## config.mk

```make
export PLATFORM = sky130hd
export DESIGN_NAME = ate_trigger_engine
export DESIGN_NICKNAME = d
export VERILOG_FILES = /design/src/hw/ate_pkg.sv /design/src/hw/ate_dly_if.sv /design/src/hw/ate_delay_line.sv /design/src/hw/ate_trigger_engine.sv
export SDC_FILE = /design/constraint.sdc
export NUM_CORES = 1
export LEC_CHECK = 0
export ABC_AREA = 1
export BUFFER_PORTS_ARGS = -buffer_cell sky130_fd_sc_hd__clkbuf_2
export CELL_PAD_IN_SITES_DETAIL_PLACEMENT = 1
export CELL_PAD_IN_SITES_GLOBAL_PLACEMENT = 2
export CORE_MARGIN = 3
export CORE_UTILIZATION = 27
export CTS_CLUSTER_SIZE = 16
export DETAILED_ROUTE_END_ITERATION = 10
export GPL_ROUTABILITY_DRIVEN = 1
export PLACE_DENSITY = 0.88
export SYNTH_ARGS = -nofsm -noshare
export SYNTH_HDL_FRONTEND = slang
export SYNTH_SLANG_ARGS = --single-unit
```

## constraint.sdc

```tcl
create_clock -name ref_clk -period 2.5 [get_ports ref_clk]
set_clock_uncertainty 0.1 [all_clocks]
set_input_delay 0.375 -clock ref_clk [delete_from_list [all_inputs] [get_ports ref_clk]]
set_output_delay 0.375 -clock ref_clk [all_outputs]
set_load 0.02 [all_outputs]
```

## src/hw/ate_pkg.sv

```systemverilog
// Constants, register map and types of the acquisition trigger engine.
// Assumes a 32-bit APB slave whose register index sits in paddr[17:2].
package ate_pkg;

   // Register indices; the byte address is four times the index
   localparam int ADDR_W = 18;
   localparam logic [15:0] IDX_CARD_COMMAND = 16'h0064;
   localparam logic [15:0] IDX_TRIGGER_OUTPUT_CONTROL = 16'h9ca4;
   localparam logic [15:0] IDX_GENERAL_OR_SELECT = 16'h9dda;
   localparam logic [15:0] IDX_GENERAL_AND_AVAILABLE = 16'h9de4;
   localparam logic [15:0] IDX_GENERAL_AND_SELECT = 16'h9dee;
   localparam logic [15:0] IDX_CHANNEL_AND_AVAILABLE_LOW = 16'h9e16;
   localparam logic [15:0] IDX_CHANNEL_AND_AVAILABLE_HIGH = 16'h9e17;
   localparam logic [15:0] IDX_CHANNEL_AND_SELECT_LOW = 16'h9e20;
   localparam logic [15:0] IDX_CHANNEL_AND_SELECT_HIGH = 16'h9e21;
   localparam logic [15:0] IDX_DELAY_MAXIMUM = 16'h9f60;
   localparam logic [15:0] IDX_DELAY_LENGTH = 16'h9f6a;
   localparam logic [15:0] IDX_ENGINE_STATUS = 16'h9f70;

   // Bit positions in the general masks
   localparam int FREE_RUN_BIT = 0;
   localparam int EXT_INPUT_ZERO_BIT = 1;
   localparam int EXT_INPUT_ONE_BIT = 2;
   localparam int EXTRA_IO_ZERO_BIT = 8;
   localparam int EXTRA_IO_ONE_BIT = 9;

   // Command bits in card_command
   localparam int ARM_ENGINE_CMD_BIT = 3;
   localparam int FORCE_EVENT_CMD_BIT = 4;
   localparam int DISARM_ENGINE_CMD_BIT = 5;

   // What this build provides: both external inputs, both extra inputs, four channels
   localparam logic [31:0] GENERAL_AND_AVAIL = 32'h0000_0306;
   localparam logic [31:0] GENERAL_OR_AVAIL = 32'h0000_0307;
   localparam logic [31:0] CHANNEL_AND_AVAIL_LOW = 32'h0000_000f;
   localparam logic [31:0] CHANNEL_AND_AVAIL_HIGH = 32'h0000_0000;

   // Delay stage
   localparam int DELAY_W = 16;
   localparam logic [31:0] DELAY_MAXIMUM = 32'h0000_ffff;

   // Reset values
   localparam logic [31:0] MASK_RESET = 32'h0000_0000;
   localparam logic [DELAY_W-1:0] DELAY_RESET = 16'h0000;
   localparam logic TRIG_OUTPUT_RESET = 1'b0;

   // Engine states
   typedef enum logic [1:0] {
      ST_DISARMED,
      ST_WAITING,
      ST_DELAYING,
      ST_RUNNING
   } ate_state_e;

endpackage

```

## src/hw/ate_dly_if.sv

```systemverilog
// Link between the trigger engine and its delay stage.
// Both ends run on the sample clock.
`timescale 1ns/1ps
`default_nettype none
interface ate_dly_if;
   logic start;
   logic [ate_pkg::DELAY_W-1:0] length;
   logic fire;
   logic busy;
   modport engine (output start, output length, input fire, input busy);
   modport line (input start, input length, output fire, output busy);
endinterface
`default_nettype wire

```

## src/hw/ate_delay_line.sv

```systemverilog
// Programmable trigger delay, counted in sample clocks.
// Assumes start is a one-cycle pulse on the same clock; one event at a time.
`timescale 1ns/1ps
`default_nettype none
module ate_delay_line (
   // Clock and reset
   input wire logic ref_clk,
   input wire logic resetn,
   // Engine side
   ate_dly_if.line dly
);

   logic [ate_pkg::DELAY_W-1:0] count_q;
   logic busy_q;
   logic fire_q;
   logic expired;

   // Zero length fires on the edge after start: only the fixed latency remains
   assign expired = (count_q == '0);

   // A start while busy is dropped; the engine never issues one
   always_ff @(posedge ref_clk or negedge resetn) begin
      if (!resetn) begin
         count_q <= '0;
         busy_q <= 1'b0;
         fire_q <= 1'b0;
      end else begin
         fire_q <= 1'b0;
         if (dly.start && !busy_q) begin
            count_q <= dly.length;
            busy_q <= 1'b1;
         end else if (busy_q && expired) begin
            busy_q <= 1'b0;
            fire_q <= 1'b1;
         end else if (busy_q) begin
            count_q <= count_q - 1'b1;
         end
      end
   end

   assign dly.fire = fire_q;
   assign dly.busy = busy_q;

endmodule
`default_nettype wire

```

## src/hw/ate_trigger_engine.sv

```systemverilog
// Acquisition trigger engine: AND and OR masks, commands, trigger output, delay.
// Assumes an APB master on ref_clk and channel triggers from same-clock logic.
//
// How it works
// - General AND mask bit 2h selects external input zero, 4h input one.
// - General AND mask bits 100h and 200h select the two extra inputs.
// - Software trigger has no AND mask bit; all other sources do.
// - Channel AND mask: low register channels 0-31, high register 32-63.
// - Read-only availability registers show which mask bits exist.
// - OR mask bit 1h selects the free-running software trigger.
// - Output control 0 leaves connector undriven; 1 drives trigger events out.
// - Driven trigger output is active high from acquisition start.
// - When external input zero is selected, the connector is an input.
// - Command 10h forces an event only while waiting for a trigger.
// - Command 8h arms the engine.
// - Command 20h disarms the engine; nothing is recognised.
// - After reset the engine is armed.
// - The delay is the last stage, common to all sources.
// - Delay 0 to 65535 sample clocks beyond fixed latency; zero adds none.
// - A read-only register reports the largest delay.
//
// Register access over APB was chosen for this implementation.
`timescale 1ns/1ps
`default_nettype none
module ate_trigger_engine (
   // Clock and reset
   input wire logic ref_clk,
   input wire logic resetn,

   // APB slave
   input wire logic psel,
   input wire logic penable,
   input wire logic pwrite,
   input wire logic [ate_pkg::ADDR_W-1:0] paddr,
   input wire logic [31:0] pwdata,
   output logic [31:0] prdata,
   output logic pready,
   output logic pslverr,

   // Trigger connector, also external input zero
   input wire logic trigIoIn,
   output logic trigIoOut,
   output logic trigIoOe,

   // Further external pins
   input wire logic extTrigOne,
   input wire logic extraIoZero,
   input wire logic extraIoOne,

   // Channel triggers from the channel logic, same clock
   input wire logic [63:0] chanTrig,

   // Acquisition side
   input wire logic acqDone,
   output logic trigEvent,
   output logic engineArmed
);

   // Register index from a byte address
   function automatic logic [15:0] regIndex(input logic [ate_pkg::ADDR_W-1:0] a);
      regIndex = a[ate_pkg::ADDR_W-1:2];
   endfunction

   // All selected sources true, and at least one selected
   function automatic logic allSelectedTrue(input logic [95:0] sel, input logic [95:0] src);
      allSelectedTrue = (|sel) && ((sel & ~src) == '0);
   endfunction

   ate_dly_if dly ();

   ate_delay_line u_delay (
      .ref_clk(ref_clk),
      .resetn(resetn),
      .dly(dly)
   );

   // Configuration
   logic [31:0] genAndSel_q;
   logic [31:0] genOrSel_q;
   logic [31:0] chAndSelLow_q;
   logic [31:0] chAndSelHigh_q;
   logic [ate_pkg::DELAY_W-1:0] delayLen_q;
   logic trigOutCtrl_q;

   // Bus answer
   logic [31:0] prdata_q;
   logic pready_q;
   logic pslverr_q;

   // Engine
   ate_pkg::ate_state_e state_q;
   ate_pkg::ate_state_e state_d;

   // Outputs
   logic trigIoOut_q;
   logic trigIoOe_q;
   logic trigEvent_q;
   logic engineArmed_q;

   // Pin synchronisers
   logic [3:0] pinMeta_q;
   logic [3:0] pinSync_q;

   // Bus decode
   logic access;
   logic wrAccess;
   logic rdAccess;
   logic [15:0] idx;
   logic hitCommand;
   logic hitOutCtrl;
   logic hitOrSel;
   logic hitGenAvail;
   logic hitGenAndSel;
   logic hitChAvailLow;
   logic hitChAvailHigh;
   logic hitChAndLow;
   logic hitChAndHigh;
   logic hitDelayMax;
   logic hitDelayLen;
   logic hitStatus;
   logic mapped;
   logic [31:0] readMux;

   // paddr[1:0] is ignored; each register is one aligned word
   // The answer comes one cycle into the access phase, so all APB outputs are flops
   assign access = psel && penable && !pready_q;
   assign wrAccess = access && pwrite;
   assign rdAccess = access && !pwrite;
   assign idx = regIndex(paddr);
   assign hitCommand = (idx == ate_pkg::IDX_CARD_COMMAND);
   assign hitOutCtrl = (idx == ate_pkg::IDX_TRIGGER_OUTPUT_CONTROL);
   assign hitOrSel = (idx == ate_pkg::IDX_GENERAL_OR_SELECT);
   assign hitGenAvail = (idx == ate_pkg::IDX_GENERAL_AND_AVAILABLE);
   assign hitGenAndSel = (idx == ate_pkg::IDX_GENERAL_AND_SELECT);
   assign hitChAvailLow = (idx == ate_pkg::IDX_CHANNEL_AND_AVAILABLE_LOW);
   assign hitChAvailHigh = (idx == ate_pkg::IDX_CHANNEL_AND_AVAILABLE_HIGH);
   assign hitChAndLow = (idx == ate_pkg::IDX_CHANNEL_AND_SELECT_LOW);
   assign hitChAndHigh = (idx == ate_pkg::IDX_CHANNEL_AND_SELECT_HIGH);
   assign hitDelayMax = (idx == ate_pkg::IDX_DELAY_MAXIMUM);
   assign hitDelayLen = (idx == ate_pkg::IDX_DELAY_LENGTH);
   assign hitStatus = (idx == ate_pkg::IDX_ENGINE_STATUS);
   assign mapped = hitCommand || hitOutCtrl || hitOrSel || hitGenAvail || hitGenAndSel
                   || hitChAvailLow || hitChAvailHigh || hitChAndLow || hitChAndHigh
                   || hitDelayMax || hitDelayLen || hitStatus;

   // Read data; write-only command reads as zero
   assign readMux = hitOutCtrl ? {31'd0, trigOutCtrl_q} :
                    hitOrSel ? genOrSel_q :
                    hitGenAvail ? ate_pkg::GENERAL_AND_AVAIL :
                    hitGenAndSel ? genAndSel_q :
                    hitChAvailLow ? ate_pkg::CHANNEL_AND_AVAIL_LOW :
                    hitChAvailHigh ? ate_pkg::CHANNEL_AND_AVAIL_HIGH :
                    hitChAndLow ? chAndSelLow_q :
                    hitChAndHigh ? chAndSelHigh_q :
                    hitDelayMax ? ate_pkg::DELAY_MAXIMUM :
                    hitDelayLen ? {16'd0, delayLen_q} :
                    hitStatus ? {30'd0, state_q} :
                    32'h0000_0000;

   // Command decode; disarm beats arm and force when bits are combined
   logic cmdWrite;
   logic cmdArm;
   logic cmdForce;
   logic cmdDisarm;
   assign cmdWrite = wrAccess && hitCommand;
   assign cmdDisarm = cmdWrite && pwdata[ate_pkg::DISARM_ENGINE_CMD_BIT];
   assign cmdArm = cmdWrite && pwdata[ate_pkg::ARM_ENGINE_CMD_BIT];
   assign cmdForce = cmdWrite && pwdata[ate_pkg::FORCE_EVENT_CMD_BIT];

   // Synchronised external pins: {extra one, extra zero, ext one, connector}
   logic extZero;
   logic extOne;
   logic xioZero;
   logic xioOne;
   assign extZero = pinSync_q[0];
   assign extOne = pinSync_q[1];
   assign xioZero = pinSync_q[2];
   assign xioOne = pinSync_q[3];

   // General source vector in mask bit order; bit 0 stays clear for AND use
   logic [31:0] genSrc;
   always_comb begin
      genSrc = 32'h0000_0000;
      genSrc[ate_pkg::EXT_INPUT_ZERO_BIT] = extZero;
      genSrc[ate_pkg::EXT_INPUT_ONE_BIT] = extOne;
      genSrc[ate_pkg::EXTRA_IO_ZERO_BIT] = xioZero;
      genSrc[ate_pkg::EXTRA_IO_ONE_BIT] = xioOne;
   end

   // AND stage over general and channel sources, one combined condition
   logic andHit;
   assign andHit = allSelectedTrue({chAndSelHigh_q, chAndSelLow_q, genAndSel_q},
                                   {chanTrig, genSrc});

   // OR stage: free-run bit fires at once, external bits on their level
   logic freeRun;
   logic orHit;
   assign freeRun = genOrSel_q[ate_pkg::FREE_RUN_BIT];
   assign orHit = freeRun || (|(genOrSel_q & genSrc));

   // Selecting external input zero in either mask claims the connector as an input
   logic extInUse;
   assign extInUse = genAndSel_q[ate_pkg::EXT_INPUT_ZERO_BIT]
                     || genOrSel_q[ate_pkg::EXT_INPUT_ZERO_BIT];

   // Detection counts only while waiting; disarmed state ignores every source
   // A cancelled countdown may still run: wait until the line is free
   logic detect;
   assign detect = (state_q == ate_pkg::ST_WAITING) && !dly.busy
                   && (andHit || orHit || cmdForce) && !cmdDisarm;

   // All sources meet here, ahead of the single delay stage
   assign dly.start = detect;
   assign dly.length = delayLen_q;

   // Engine sequence
   always_comb begin
      state_d = state_q;
      case (state_q)
         ate_pkg::ST_DISARMED: begin
            if (cmdArm && !cmdDisarm) begin
               state_d = ate_pkg::ST_WAITING;
            end
         end
         ate_pkg::ST_WAITING: begin
            if (cmdDisarm) begin
               state_d = ate_pkg::ST_DISARMED;
            end else if (detect) begin
               state_d = ate_pkg::ST_DELAYING;
            end
         end
         ate_pkg::ST_DELAYING: begin
            if (cmdDisarm) begin
               state_d = ate_pkg::ST_DISARMED;
            end else if (dly.fire) begin
               state_d = ate_pkg::ST_RUNNING;
            end
         end
         ate_pkg::ST_RUNNING: begin
            if (cmdDisarm) begin
               state_d = ate_pkg::ST_DISARMED;
            end else if (acqDone) begin
               state_d = ate_pkg::ST_WAITING;
            end
         end
         default: begin
            state_d = ate_pkg::ST_WAITING;
         end
      endcase
   end

   // Two-flop pin synchronisers; only the second stage is read
   always_ff @(posedge ref_clk or negedge resetn) begin
      if (!resetn) begin
         pinMeta_q <= 4'h0;
         pinSync_q <= 4'h0;
      end else begin
         pinMeta_q <= {extraIoOne, extraIoZero, extTrigOne, trigIoIn};
         pinSync_q <= pinMeta_q;
      end
   end

   // APB handshake and read data
   // A lone penable without psel is ignored
   always_ff @(posedge ref_clk or negedge resetn) begin
      if (!resetn) begin
         pready_q <= 1'b0;
         pslverr_q <= 1'b0;
         prdata_q <= 32'h0000_0000;
      end else begin
         pready_q <= access;
         pslverr_q <= access && !mapped;
         prdata_q <= rdAccess ? readMux : 32'h0000_0000;
      end
   end

   // Mask and control writes; bits the hardware lacks are not stored
   always_ff @(posedge ref_clk or negedge resetn) begin
      if (!resetn) begin
         genAndSel_q <= ate_pkg::MASK_RESET;
         genOrSel_q <= ate_pkg::MASK_RESET;
         chAndSelLow_q <= ate_pkg::MASK_RESET;
         chAndSelHigh_q <= ate_pkg::MASK_RESET;
         delayLen_q <= ate_pkg::DELAY_RESET;
         trigOutCtrl_q <= ate_pkg::TRIG_OUTPUT_RESET;
      end else if (wrAccess) begin
         if (hitGenAndSel) begin
            genAndSel_q <= pwdata & ate_pkg::GENERAL_AND_AVAIL;
         end
         if (hitOrSel) begin
            genOrSel_q <= pwdata & ate_pkg::GENERAL_OR_AVAIL;
         end
         if (hitChAndLow) begin
            chAndSelLow_q <= pwdata & ate_pkg::CHANNEL_AND_AVAIL_LOW;
         end
         if (hitChAndHigh) begin
            chAndSelHigh_q <= pwdata & ate_pkg::CHANNEL_AND_AVAIL_HIGH;
         end
         if (hitDelayLen) begin
            delayLen_q <= pwdata[ate_pkg::DELAY_W-1:0];
         end
         if (hitOutCtrl) begin
            trigOutCtrl_q <= pwdata[0];
         end
      end
   end

   // Engine state; reset lands in the armed, waiting state
   always_ff @(posedge ref_clk or negedge resetn) begin
      if (!resetn) begin
         state_q <= ate_pkg::ST_WAITING;
      end else begin
         state_q <= state_d;
      end
   end

   // Outputs from flops; connector high while acquisition runs after a trigger
   always_ff @(posedge ref_clk or negedge resetn) begin
      if (!resetn) begin
         trigIoOe_q <= 1'b0;
         trigIoOut_q <= 1'b0;
         trigEvent_q <= 1'b0;
         engineArmed_q <= 1'b1;
      end else begin
         trigIoOe_q <= trigOutCtrl_q && !extInUse;
         trigIoOut_q <= (state_d == ate_pkg::ST_RUNNING);
         trigEvent_q <= dly.fire && (state_q == ate_pkg::ST_DELAYING) && !cmdDisarm;
         engineArmed_q <= (state_d != ate_pkg::ST_DISARMED);
      end
   end

   // Ports straight from their flops
   assign prdata = prdata_q;
   assign pready = pready_q;
   assign pslverr = pslverr_q;
   assign trigIoOut = trigIoOut_q;
   assign trigIoOe = trigIoOe_q;
   assign trigEvent = trigEvent_q;
   assign engineArmed = engineArmed_q;

endmodule
`default_nettype wire

```

==> results of run 1 <==
## worst register-to-register path: stages (launching register included)
cell,delay (ns)
dfrtp_1,0.39
inv_1,0.11
ha_1,0.20
nand3_1,0.14
nor2_1,0.21
nand3_1,0.14
nand2_2,0.27
inv_1,0.26
o21ai_0,0.15
nand3_1,0.09
## state kept, by name, indices dropped and copies added, names as in the netlist, 2 cells and up
name,cells
pinSync_q,4
chAndSelLow_q,4
state_q,2
pinMeta_q,4
u_delay.count_q,16
delayLen_q,16
genOrSel_q,5
prdata,16
genAndSel_q,4
## synth_stat cells (3+ instances only)
| cell | count |
|---|---|
| nand2_1 | 125 |
| dfrtp_1 | 78 |
| inv_1 | 72 |
| nor2_1 | 69 |
| nand3_1 | 50 |
| o21ai_0 | 38 |
| buf_4 | 18 |
| a21oi_1 | 12 |
| nor3_1 | 11 |
| nand4_1 | 9 |
| xor2_1 | 8 |
| xnor2_1 | 6 |
| mux2_2 | 5 |
| a31oi_1 | 3 |
| buf_2 | 3 |
| nor2_2 | 3 |
## power by group through the flow
stage,clock (uW),combinational (uW),sequential [uW]
floorplan,0,76.7,1330
global placement,0,145,1330
detailed placement,0,150,1330
CTS,1230,152,1310
global route,1290,170,1310
finish,1190,149,1310
## cell families (layout without fill, tap and decap cells)
logic type      after synthesis  in the layout
compound gates               54             54
xor+xnor                     14             14
fa+ha+maj                     1              1
buf+inv                     100            169
flops                        80             80
mux                           7              7
other cells                   1             16
simple gates                283            283
## metrics by stage
stage	hold slack [ns]	utilization [%]	total power [uW]	instance area, um^2	std cells
4_1_cts	0.0336	33.2	2690	5060	835
2_1_floorplan	-0.0206	-	1410	4280	555
3_5_place_dp	0.243	31.4	1480	4790	818
3_3_place_gp	0.234	31.4	1480	4790	818
5_1_grt	0.0326	33.2	2770	5060	835
6_report	0.0454	33.2	2650	5060	835
## cell type report
type | count | area share [%]
flip-flops and latches | 80 | 39.6
multi-input cells | 375 | 35.8
repair buffers | 78 | 8.60
inverters | 75 | 5.61
well taps | 211 | 5.22
clock buffers | 15 | 5.09
clock inverters | 1 | 0.0989
## routing by layer
| layer | up-vias | GRT usage [%] | routed length [um] |
|---|---|---|---|
| met3 | 9 | 3.24 | 338 |
| met1 | 1814 | 17.6 | 5120 |
| met4 | 0 | 2.72 | 92 |
| met2 | 50 | 25.7 | 6120 |
| met5 | - | 0 | 0 |
| li1 | 1838 | - | - |
## final timing paths
check | endpoint | slack, ns | cells after the start
hold / removal | pinMeta_q[3] | 0.05 | 1
hold reg to reg | pinSync_q[1] | 0.25 | 0
min in group asynchronous | trigIoOut | 0.45 | 2
setup reg to reg | u_delay.count_q[10] | 0.30 | 9
setup / recovery | u_delay.count_q[10] | 0.30 | 9
max in group asynchronous | u_delay.dly.busy | 1.23 | 3
==> results.md, run 1 <==
- Sequential-to-total area share from yosys stat: a little under half
- Die area: 17200 um^2
- CP max FO: 14
- Final setup vio count: 0
- Total CTS buffers: 9
- Origin of the critical flop-to-flop path: u_delay.count_q[0]
- Die X: approximately 130 um
- Clk root buf: clkbuf_16
- Clock power frac: ~45%
- Storage cell area: approximately 2000 um^2
- Initial Util: between 20% and 30%
- CTS sink cnt: 80
- Max incr delay on CP: ~0.39 ns
- Yosys top cell area share: a little under half
- CORE AREA: between 15000 and 20000 um^2
- Cells after synthesis: between 500 and 600
- Synthesized area per cell: around 8 um^2
- Fill cells: 1876
- Maximum VDD drop: roughly 0.27 mV
- Wirelength, routed: roughly 12000 um
- Htree depth: 3
- Switch Pwr: roughly 600 uW
- HP Class: in -> reg
- Commonest non-fill, non-tap cell in the layout: nand2_1
- Clk_lat worst skew: roughly 0.34 ns
- Compound-gate portion of the synthesized area: 6.55%
- Hold Buf Count CTS: 1
- P_leak: approximately 0.0025 uW
- Most frequent CP cell: nand3_1
- Main combinational cell family by area after synthesis: simple AND/OR/NAND/NOR gates
- Vias in the first global route: slightly below 4000
- Nets: about 740
- Worst Path Required: 2.61 ns
- Worst-path clk slew: ~0.05 ns
- Buf/Inv on CP: 2
- First-pass GRT wire length: about 19000 um
- Pint: 2050 uW
- Largest net degree at the start of global routing: 46
- CP startpoint: u_delay.count_q[0]
- Relative slew slack: around two thirds
- Chip height: 131 um
- CP Capture Type: flip-flop
- Clock buffer depth: 2
- Number of synthesized flops with an enable pin: 0
- CTS resizes: 0
- Setup Slack @ Placement: slightly above 0.3 ns
- Final WS setup: approximately 0.30 ns
- Main synth FF type: dfrtp_1
- Crit start category: flip-flop
- Gate power share: between 5 and 6%
- Tcrit/Tclk final: between 80% and 90%
- Mapped Area: 4220 um^2
- Max cap viols: 0
- Drt wl/cell: 14.0 um
- Share of cells above drive strength 1: around 18%
- GR Overflow Total: 0
- Mux share of post-synthesis cell area: between 1.5 and 2%
- Power Dens Cells: ~520 nW/um^2
- Leading area contributor after synthesis: dfrtp_1
- Hpwl dp: approximately 9100 um
- Worst hold path startpoint: extraIoOne
- Seq pwr share: about half
- Drt initial violations: ~150
- DR DRC count: 0
- Routed vias: about 3700
- Tmin final: 2.20 ns
- TritonCTS clock tree: done
- RSZ-0062 raised after global routing: false
- Fmax achieved: about 450 MHz
- Multi-input gate area: 1810 um^2
- Area Growth Syn to Fin: 19.9%
- Synth Area in Adders: less than 1%
- Slew Viols, Final: 0
- Final hold vios: 0
- Critical path arrival: roughly 2.3 ns
- Post-CTS Repair Setup Buffers: 0
- CP Class: reg -> reg
- Asr flop ratio synth: 100%
- Port Buf Inserts: 67
- #FFs+latches synth: 80
- GPL Wtd Cong: around 0.86
- Vias/cell: 4.44
- Worst Max-Slew Pin Slew: about 0.51 ns
- Netlist cell types: 37
- Row count: 45
- Post-Synth Simple-Gate Area: 29.8%
- Synth Area in XOR/XNOR: a little under 3%
- Synth Warn #: 0
- CP top delay family: simple AND/OR/NAND/NOR gates
- Total GRT Usage: between 10 and 15%
- Most frequent cells in the layout: 125 x nand2_1, 78 x dfrtp_1, 72 x inv_1
- Antenna cells: 0
- Status: finished clean
- Initial antenna violation count: 0
- Critical path cell sequence: inv_1 > ha_1 > nand3_1 > nor2_1 > nand3_1 > nand2_2 > inv_1 > o21ai_0 > nand3_1
- Iteration count of the initial detailed-routing pass: 4
- Final ANT Viol Nets: 0
- Synth area leaders: dfrtp_1 46%, nand2_1 11%, inv_1 6.4%, nor2_1 6.1%, nand3_1 5.9%
- Sw Ratio: a little under a quarter
- TNS Setup: 0 ns
- Crit-path slowest cell: dfrtp_1
- I/O pins: ~160
No activity file was read; power rests on OpenSTA's default activity.
==> run 2, diff against run 1 <==
--- a/config.mk
+++ b/config.mk
@@ -6,15 +6,16 @@
 export NUM_CORES = 1
 export LEC_CHECK = 0
 export ABC_AREA = 1
-export BUFFER_PORTS_ARGS = -buffer_cell sky130_fd_sc_hd__clkbuf_2
 export CELL_PAD_IN_SITES_DETAIL_PLACEMENT = 1
 export CELL_PAD_IN_SITES_GLOBAL_PLACEMENT = 2
 export CORE_MARGIN = 3
-export CORE_UTILIZATION = 27
+export CORE_UTILIZATION = 30
 export CTS_CLUSTER_SIZE = 16
 export DETAILED_ROUTE_END_ITERATION = 10
+export DONT_BUFFER_PORTS = 1
 export GPL_ROUTABILITY_DRIVEN = 1
-export PLACE_DENSITY = 0.88
+export PLACE_DENSITY = 0.77
+export REMOVE_ABC_BUFFERS = 1
 export SYNTH_ARGS = -nofsm -noshare
 export SYNTH_HDL_FRONTEND = slang
 export SYNTH_SLANG_ARGS = --single-unit
==> results.md, run 2 (synthesis gave the netlist of run 1 again) <==
- Sw Ratio: 21.5% (-1.1 points)
- Die area: 15500 um^2 (-9.6%)
- Tmin final: 2.19 ns (-0.00963 ns)
- CP max FO: 13 (-1)
- Most frequent cells in the layout: 125 x nand2_1, 78 x dfrtp_1, 72 x inv_1
- Htree depth: 3 (unchanged)
- P_leak: 0.00226 uW (-9.7%)
- Final ANT Viol Nets: 0 (unchanged)
- Total GRT Usage: 15.0% (+0.73 points)
- Worst hold path startpoint: pwdata[0]
- Initial antenna violation count: 0 (unchanged)
- Worst Path Required: 2.61 ns (about the same)
- Max incr delay on CP: 0.39 ns (about the same)
- Drt wl/cell: 15.3 um (+9.6%)
- Crit path to: u_delay.count_q[10]
- Clock buffer depth: 2 (unchanged)
- Post-CTS Repair Setup Buffers: 0 (unchanged)
- Commonest non-fill, non-tap cell in the layout: nand2_1
- TNS Setup: 0 ns (unchanged)
- Seq pwr share: 46.0% (-3.4 points)
- Crit-path slowest cell: dfrtp_1
- Final Cell Area: 4790 um^2 (-5.4%)
- Switch Pwr: 613 uW (+2.3%)
- Tcrit/Tclk final: 87.8% (-0.39 points)
- Clk_lat worst skew: 0.34 ns (about the same)
- Die X: 125 um (-4.9%)
- Total CTS buffers: 9 (unchanged)
- Final core utilization: 35.4% (+2.3 points)
- Pint: 2230 uW (+9.1%)
- Critical path arrival: 2.31 ns (about the same)
- Vias/cell: 4.64 (+4.3%)
- CTS sink cnt: 80 (unchanged)
- Relative slew slack: 66.7% (+0.55 points)
- Final hold vios: 0 (unchanged)
- Slew Viols, Final: 0 (unchanged)
- Initial Util: 31.3% (+3.6 points)
- Hpwl dp: 8630 um (-5.3%)
- Largest net degree at the start of global routing: 81 (+76%)
- Fill cells: 1603 (-15%)
- Worst Max-Slew Pin Slew: 0.496 ns (-0.0120 ns)
- Drt initial violations: 192 (+25%)
- Row count: 42 (-6.7%)
- Status: finished clean
- WL met2: 5740 um (-6.1%)
- I/O pins: 162 (unchanged)
- Crit start category: flip-flop
- Max cap viols: 0 (unchanged)
- Final setup vio count: 0 (unchanged)
- Share of cells above drive strength 1: 8.38% (-9.4 points)
- Gate power share: 3.8% (-1.8 points)
- Origin of the critical flop-to-flop path: u_delay.count_q[0]
- Top sig layer: met4
- Port Buf Inserts: 0 (-100%)
- TritonCTS clock tree: done
- Fmax achieved: 456 MHz (+0.44%)
- Routed vias: 3416 (-7.9%)
- Met1 Wirelength: 5010 um (-2.2%)
- GPL Wtd Cong: 0.856 (-0.83%)
- Wirelength, routed: 11300 um (-3.3%)
- GR Overflow Total: 0 (unchanged)
- Maximum VDD drop: 0.416 mV (+55%)
- CORE AREA: 13500 um^2 (-11%)
- RSZ-0062 raised after global routing: false
- Iteration count of the initial detailed-routing pass: 4 (unchanged)
- First-pass GRT wire length: 18700 um (-3.1%)
- Worst R2R End: u_delay.count_q[10]
- Area Growth Syn to Fin: 13.4%
- Chip height: 125 um (-4.9%)
- Most frequent CP cell: nand3_1
- HP Class: in -> reg
- Critical path cell sequence: inv_1 > ha_1 > nand3_1 > nor2_1 > nand3_1 > nand2_2 > inv_1 > o21ai_0 > nand3_1
- DP Area: 4390 um^2 (-8.4%)
- Hold Worst Slack: 0.0693 ns (+0.0240 ns)
- DR WL met3: 421 um (+25%)
- Clk root buf: clkbuf_16
- Layout Cells excl Fill: 737 (-12%)
- Worst reg-to-reg path cell count: 9 (unchanged)
- Nets: 681 (-8.5%)
- Power Dens Cells: 595 nW/um^2 (+14%)
- CP Class: reg -> reg
- Worst-path clk slew: 0.06 ns (about the same)
- Setup slack, reg-to-reg: 0.31 ns (about the same)
- Placed cells: 715 (-13%)
- CP startpoint: u_delay.count_q[0]
- CP Capture Type: flip-flop
- DR DRC count: 0 (unchanged)
- Antenna cells: 0 (unchanged)
- Vias in the first global route: 3615 (-8.2%)
- Clock power frac: 50.2% (+5.2 points)
## run 2: cell types whose count changed in the layout (fill, tap and decap cells not counted), sizes merged
| cell | before | now |
|---|---|---|
| buf | 11 | 10 |
| bufinv | 0 | 2 |
| clkbuf | 81 | 12 |
| clkinv | 2 | 1 |
| clkinvlp | 0 | 1 |
| dlygate4sd3 | 1 | 5 |
| inv | 74 | 75 |
## run 2: cell type report
type,instances,area (um^2),share of cell area [%]
inverters,75,284,5.93
repair buffers,15,145,3.03
flip-flops and latches,80,2000,41.9
well taps,176,220,4.60
clock inverters,4,76.3,1.59
multi-input cells,375,1810,37.8
clock buffers,12,246,5.15
## run 2: how the worst min path moves through the flow
stage | to | slack (ns) | cells after the start
final | trigOutCtrl_q | 0.07 | 2
after global routing | delayLen_q[13] | 0.07 | 1
after CTS | trigOutCtrl_q | 0.05 | 2
after detailed placement | trigIoOut | -0.02 | 0
after global placement | trigIoOut | -0.02 | 0
after floorplan | chAndSelLow_q[0] | -0.02 | 0
## run 2: timing repair
action | 4_1_cts | 5_1_grt
hold buffers | 6 | 0
hold endpoints to repair | 84 | 0
resized for setup | 0 | 0
## run 2: worst max-delay path, delay by kind of cell (launching register included)
family	cells	cell delay, ns
compound gates	1	0.13
simple gates	5	0.89
buf+inv	2	0.36
fa+ha+maj	1	0.19
flops	1	0.39
## run 2: power groups by stage
stage / registers, uW / clock network (uW) / logic [uW]
final: 1310 / 1430 / 108
after global routing: 1310 / 1530 / 124
after CTS: 1310 / 1480 / 111
after detailed placement: 1330 / 0 / 71.4
after global placement: 1330 / 0 / 69.5
after floorplan: 1330 / 0 / 56.6
## run 2: per-layer routing
| metal | vias to the layer above | GRT usage (%) |
|---|---|---|
| met5 | - | 0 |
| met4 | 0 | 3.87 |
| met3 | 8 | 3.13 |
| met2 | 59 | 26.4 |
| met1 | 1637 | 18.7 |
| li1 | 1712 | - |
## run 2: metrics by stage
step | setup slack [ns] | total power, uW
4_1_cts | 0.262 | 2900
3_3_place_gp | 0.308 | 1400
5_1_grt | 0.133 | 2960
3_5_place_dp | 0.282 | 1400
6_report | 0.306 | 2850
2_1_floorplan | 0.665 | 1390
==> run 3, diff against run 2 <==
--- a/config.mk
+++ b/config.mk
@@ -13,7 +13,7 @@
 export CTS_CLUSTER_SIZE = 16
 export DETAILED_ROUTE_END_ITERATION = 10
 export DONT_BUFFER_PORTS = 1
-export GPL_ROUTABILITY_DRIVEN = 1
+export GPL_TIMING_DRIVEN = 0
 export PLACE_DENSITY = 0.77
 export REMOVE_ABC_BUFFERS = 1
 export SYNTH_ARGS = -nofsm -noshare
==> results.md, run 3 (synthesis gave the netlist of run 1 again) <==
- Port Buf Inserts: 0 (unchanged)
- CP max FO: 19 (+6)
- TritonCTS clock tree: done
- Htree depth: 3 (unchanged)
- Antenna cells: 0 (unchanged)
- Hold Crit Endpoint: trigOutCtrl_q
- Worst Max-Slew Pin Slew: 0.914 ns (+0.419 ns)
- RSZ-0062 raised after global routing: false
- Largest net degree at the start of global routing: 81 (unchanged)
- Drt initial violations: 114 (-41%)
- Area Growth Syn to Fin: 11.6%
- Layout Cells excl Fill: 728 (-1.2%)
- Worst R2R End: u_delay.count_q[6]
- Design Power: 2800 uW (-1.6%)
- Worst Path Required: 2.64 ns (+0.03 ns)
- Total GRT Usage: 15.3% (+0.26 points)
- Clk root buf: clkbuf_16
- Worst hold path startpoint: pwdata[0]
- GR Overflow Total: 0 (unchanged)
- Chip height: 125 um (unchanged)
- Wirelength, routed: 11600 um (+2.7%)
- CP Class: reg -> reg
- Clock buffer depth: 2 (unchanged)
- Relative slew slack: 38.9% (-28 points)
- Row count: 42 (unchanged)
- DR DRC count: 0 (unchanged)
- Vias/cell: 4.75 (+2.6%)
- Initial antenna violation count: 0 (unchanged)
- Final setup vio count: 0 (unchanged)
- Status: finished clean
- First-pass GRT wire length: 19100 um (+1.7%)
- Critical path arrival: 2.39 ns (+0.08 ns)
- Final core utilization: 34.9% (-0.54 points)
- Fill cells: 1622 (+1.2%)
- Final hold vios: 0 (unchanged)
- Power Dens Cells: 594 nW/um^2 (-0.13%)
- CP startpoint: pready
- Share of cells above drive strength 1: 7.25% (-1.1 points)
- Die area: 15500 um^2 (unchanged)
- Commonest non-fill, non-tap cell in the layout: nand2_1
- Crit start category: flip-flop
- Origin of the critical flop-to-flop path: pready
- GPL Wtd Cong: 0.839 (-2.0%)
- Clk_lat worst skew: 0.35 ns (about the same)
- Max cap viols: 0 (unchanged)
- Setup slack, reg-to-reg: 0.25 ns (-0.06 ns)
- Final ANT Viol Nets: 0 (unchanged)
- CTS sink cnt: 80 (unchanged)
- Hold Worst Slack: 0.0537 ns (-0.0157 ns)
- Worst reg-to-reg path cell count: 10 (+1)
- Hpwl dp: 8560 um (-0.74%)
- CORE AREA: 13500 um^2 (unchanged)
- CP Capture Type: flip-flop
- Initial Util: 31.3% (unchanged)
- Worst-path clk slew: 0.07 ns (about the same)
- Die X: 125 um (unchanged)
- P_leak: 0.00222 uW (-2.1%)
- Placed cells: 706 (-1.3%)
- Tcrit/Tclk final: 90.1% (+2.3 points)
- Fmax achieved: 444 MHz (-2.6%)
- Hold Path Stages: 2 (unchanged)
- Iteration count of the initial detailed-routing pass: 4 (unchanged)
- Total CTS buffers: 9 (unchanged)
- Most frequent cells in the layout: 125 x nand2_1, 78 x dfrtp_1, 72 x inv_1
- Vias in the first global route: 3680 (+1.8%)
- Drt wl/cell: 15.9 um (+4.0%)
- Nets: 672 (-1.3%)
- TNS Setup: 0 ns (unchanged)
- Routed vias: 3461 (+1.3%)
- Maximum VDD drop: 0.432 mV (+3.6%)
- I/O pins: 162 (unchanged)
- Tmin final: 2.25 ns (+0.0580 ns)
- HP Class: in -> reg
- Slew Viols, Final: 0 (unchanged)
## run 3: changes by cell type in the layout (fill, tap and decap cells not counted)
cell	change
buf_4	-9
clkbuf_1	-2
inv_6	+2
bufinv_16	-1
clkbuf_8	-1
clkinvlp_4	+1
inv_8	+1
nand2_2	-1
nand2_4	+1
nor2_2	-1
nor2_4	+1
## run 3: critical path, stage by stage (launching register included)
cell and delay [ns]:
dfrtp_1 0.46, inv_1 0.08, nand3_1 0.17, nor2_4 0.27, nand4_1 0.21, nand3_2 0.17, nand3_4 0.24, inv_4 0.25
nand2_1 0.07, nand2_1 0.07, inv_1 0.03
## run 3: layout make-up
class	count	area, um^2	area share (%)
clock inverter	7	82.6	1.75
multi-input combinational	375	1820	38.6
tap	176	220	4.67
clock buffer	9	225	4.78
sequential	80	2000	42.5
inverter	75	284	6.02
timing repair buffer	6	77.6	1.65
## run 3: worst max path at each step
stage | to | slack (ns)
after floorplan | prdata[2] | 0.67
after global placement | prdata[2] | -0.03
after detailed placement | prdata[2] | -0.02
after CTS | u_delay.count_q[6] | 0.09
after global routing | u_delay.count_q[6] | 0.02
final | u_delay.count_q[6] | 0.25
## run 3: repair_timing
action,4_1_cts,5_1_grt
gates resized for setup,0,2
endpoints found under the hold margin,84,0
hold buffers,6,0
setup buffers,0,0
setup endpoints to repair,0,16
## run 3: metrics by stage
stage          setup slack (ns)  area, um^2
2_1_floorplan             0.665        4100
3_3_place_gp            -0.0253        4320
3_5_place_dp            -0.0200        4320
4_1_cts                  0.0897        4700
5_1_grt                  0.0165        4710
6_report                  0.248        4710
## run 3: metal layers
metal,global-route usage (%),part of all wire (%),up-vias
met4,4.38,1.4,0
met5,0,0,-
met2,26.8,51,55
met1,18.6,45,1705
met3,3.69,3.0,11
li1,-,-,1690
## run 3: report_power, final
| group | total (uW) | internal (uW) | switching [uW] |
|---|---|---|---|
| sequential | 1310 | 1300 | 6.11 |
| clock | 1380 | 792 | 592 |
| combinational | 107 | 22.7 | 84.6 |
| total | 2800 | 2120 | 683 |
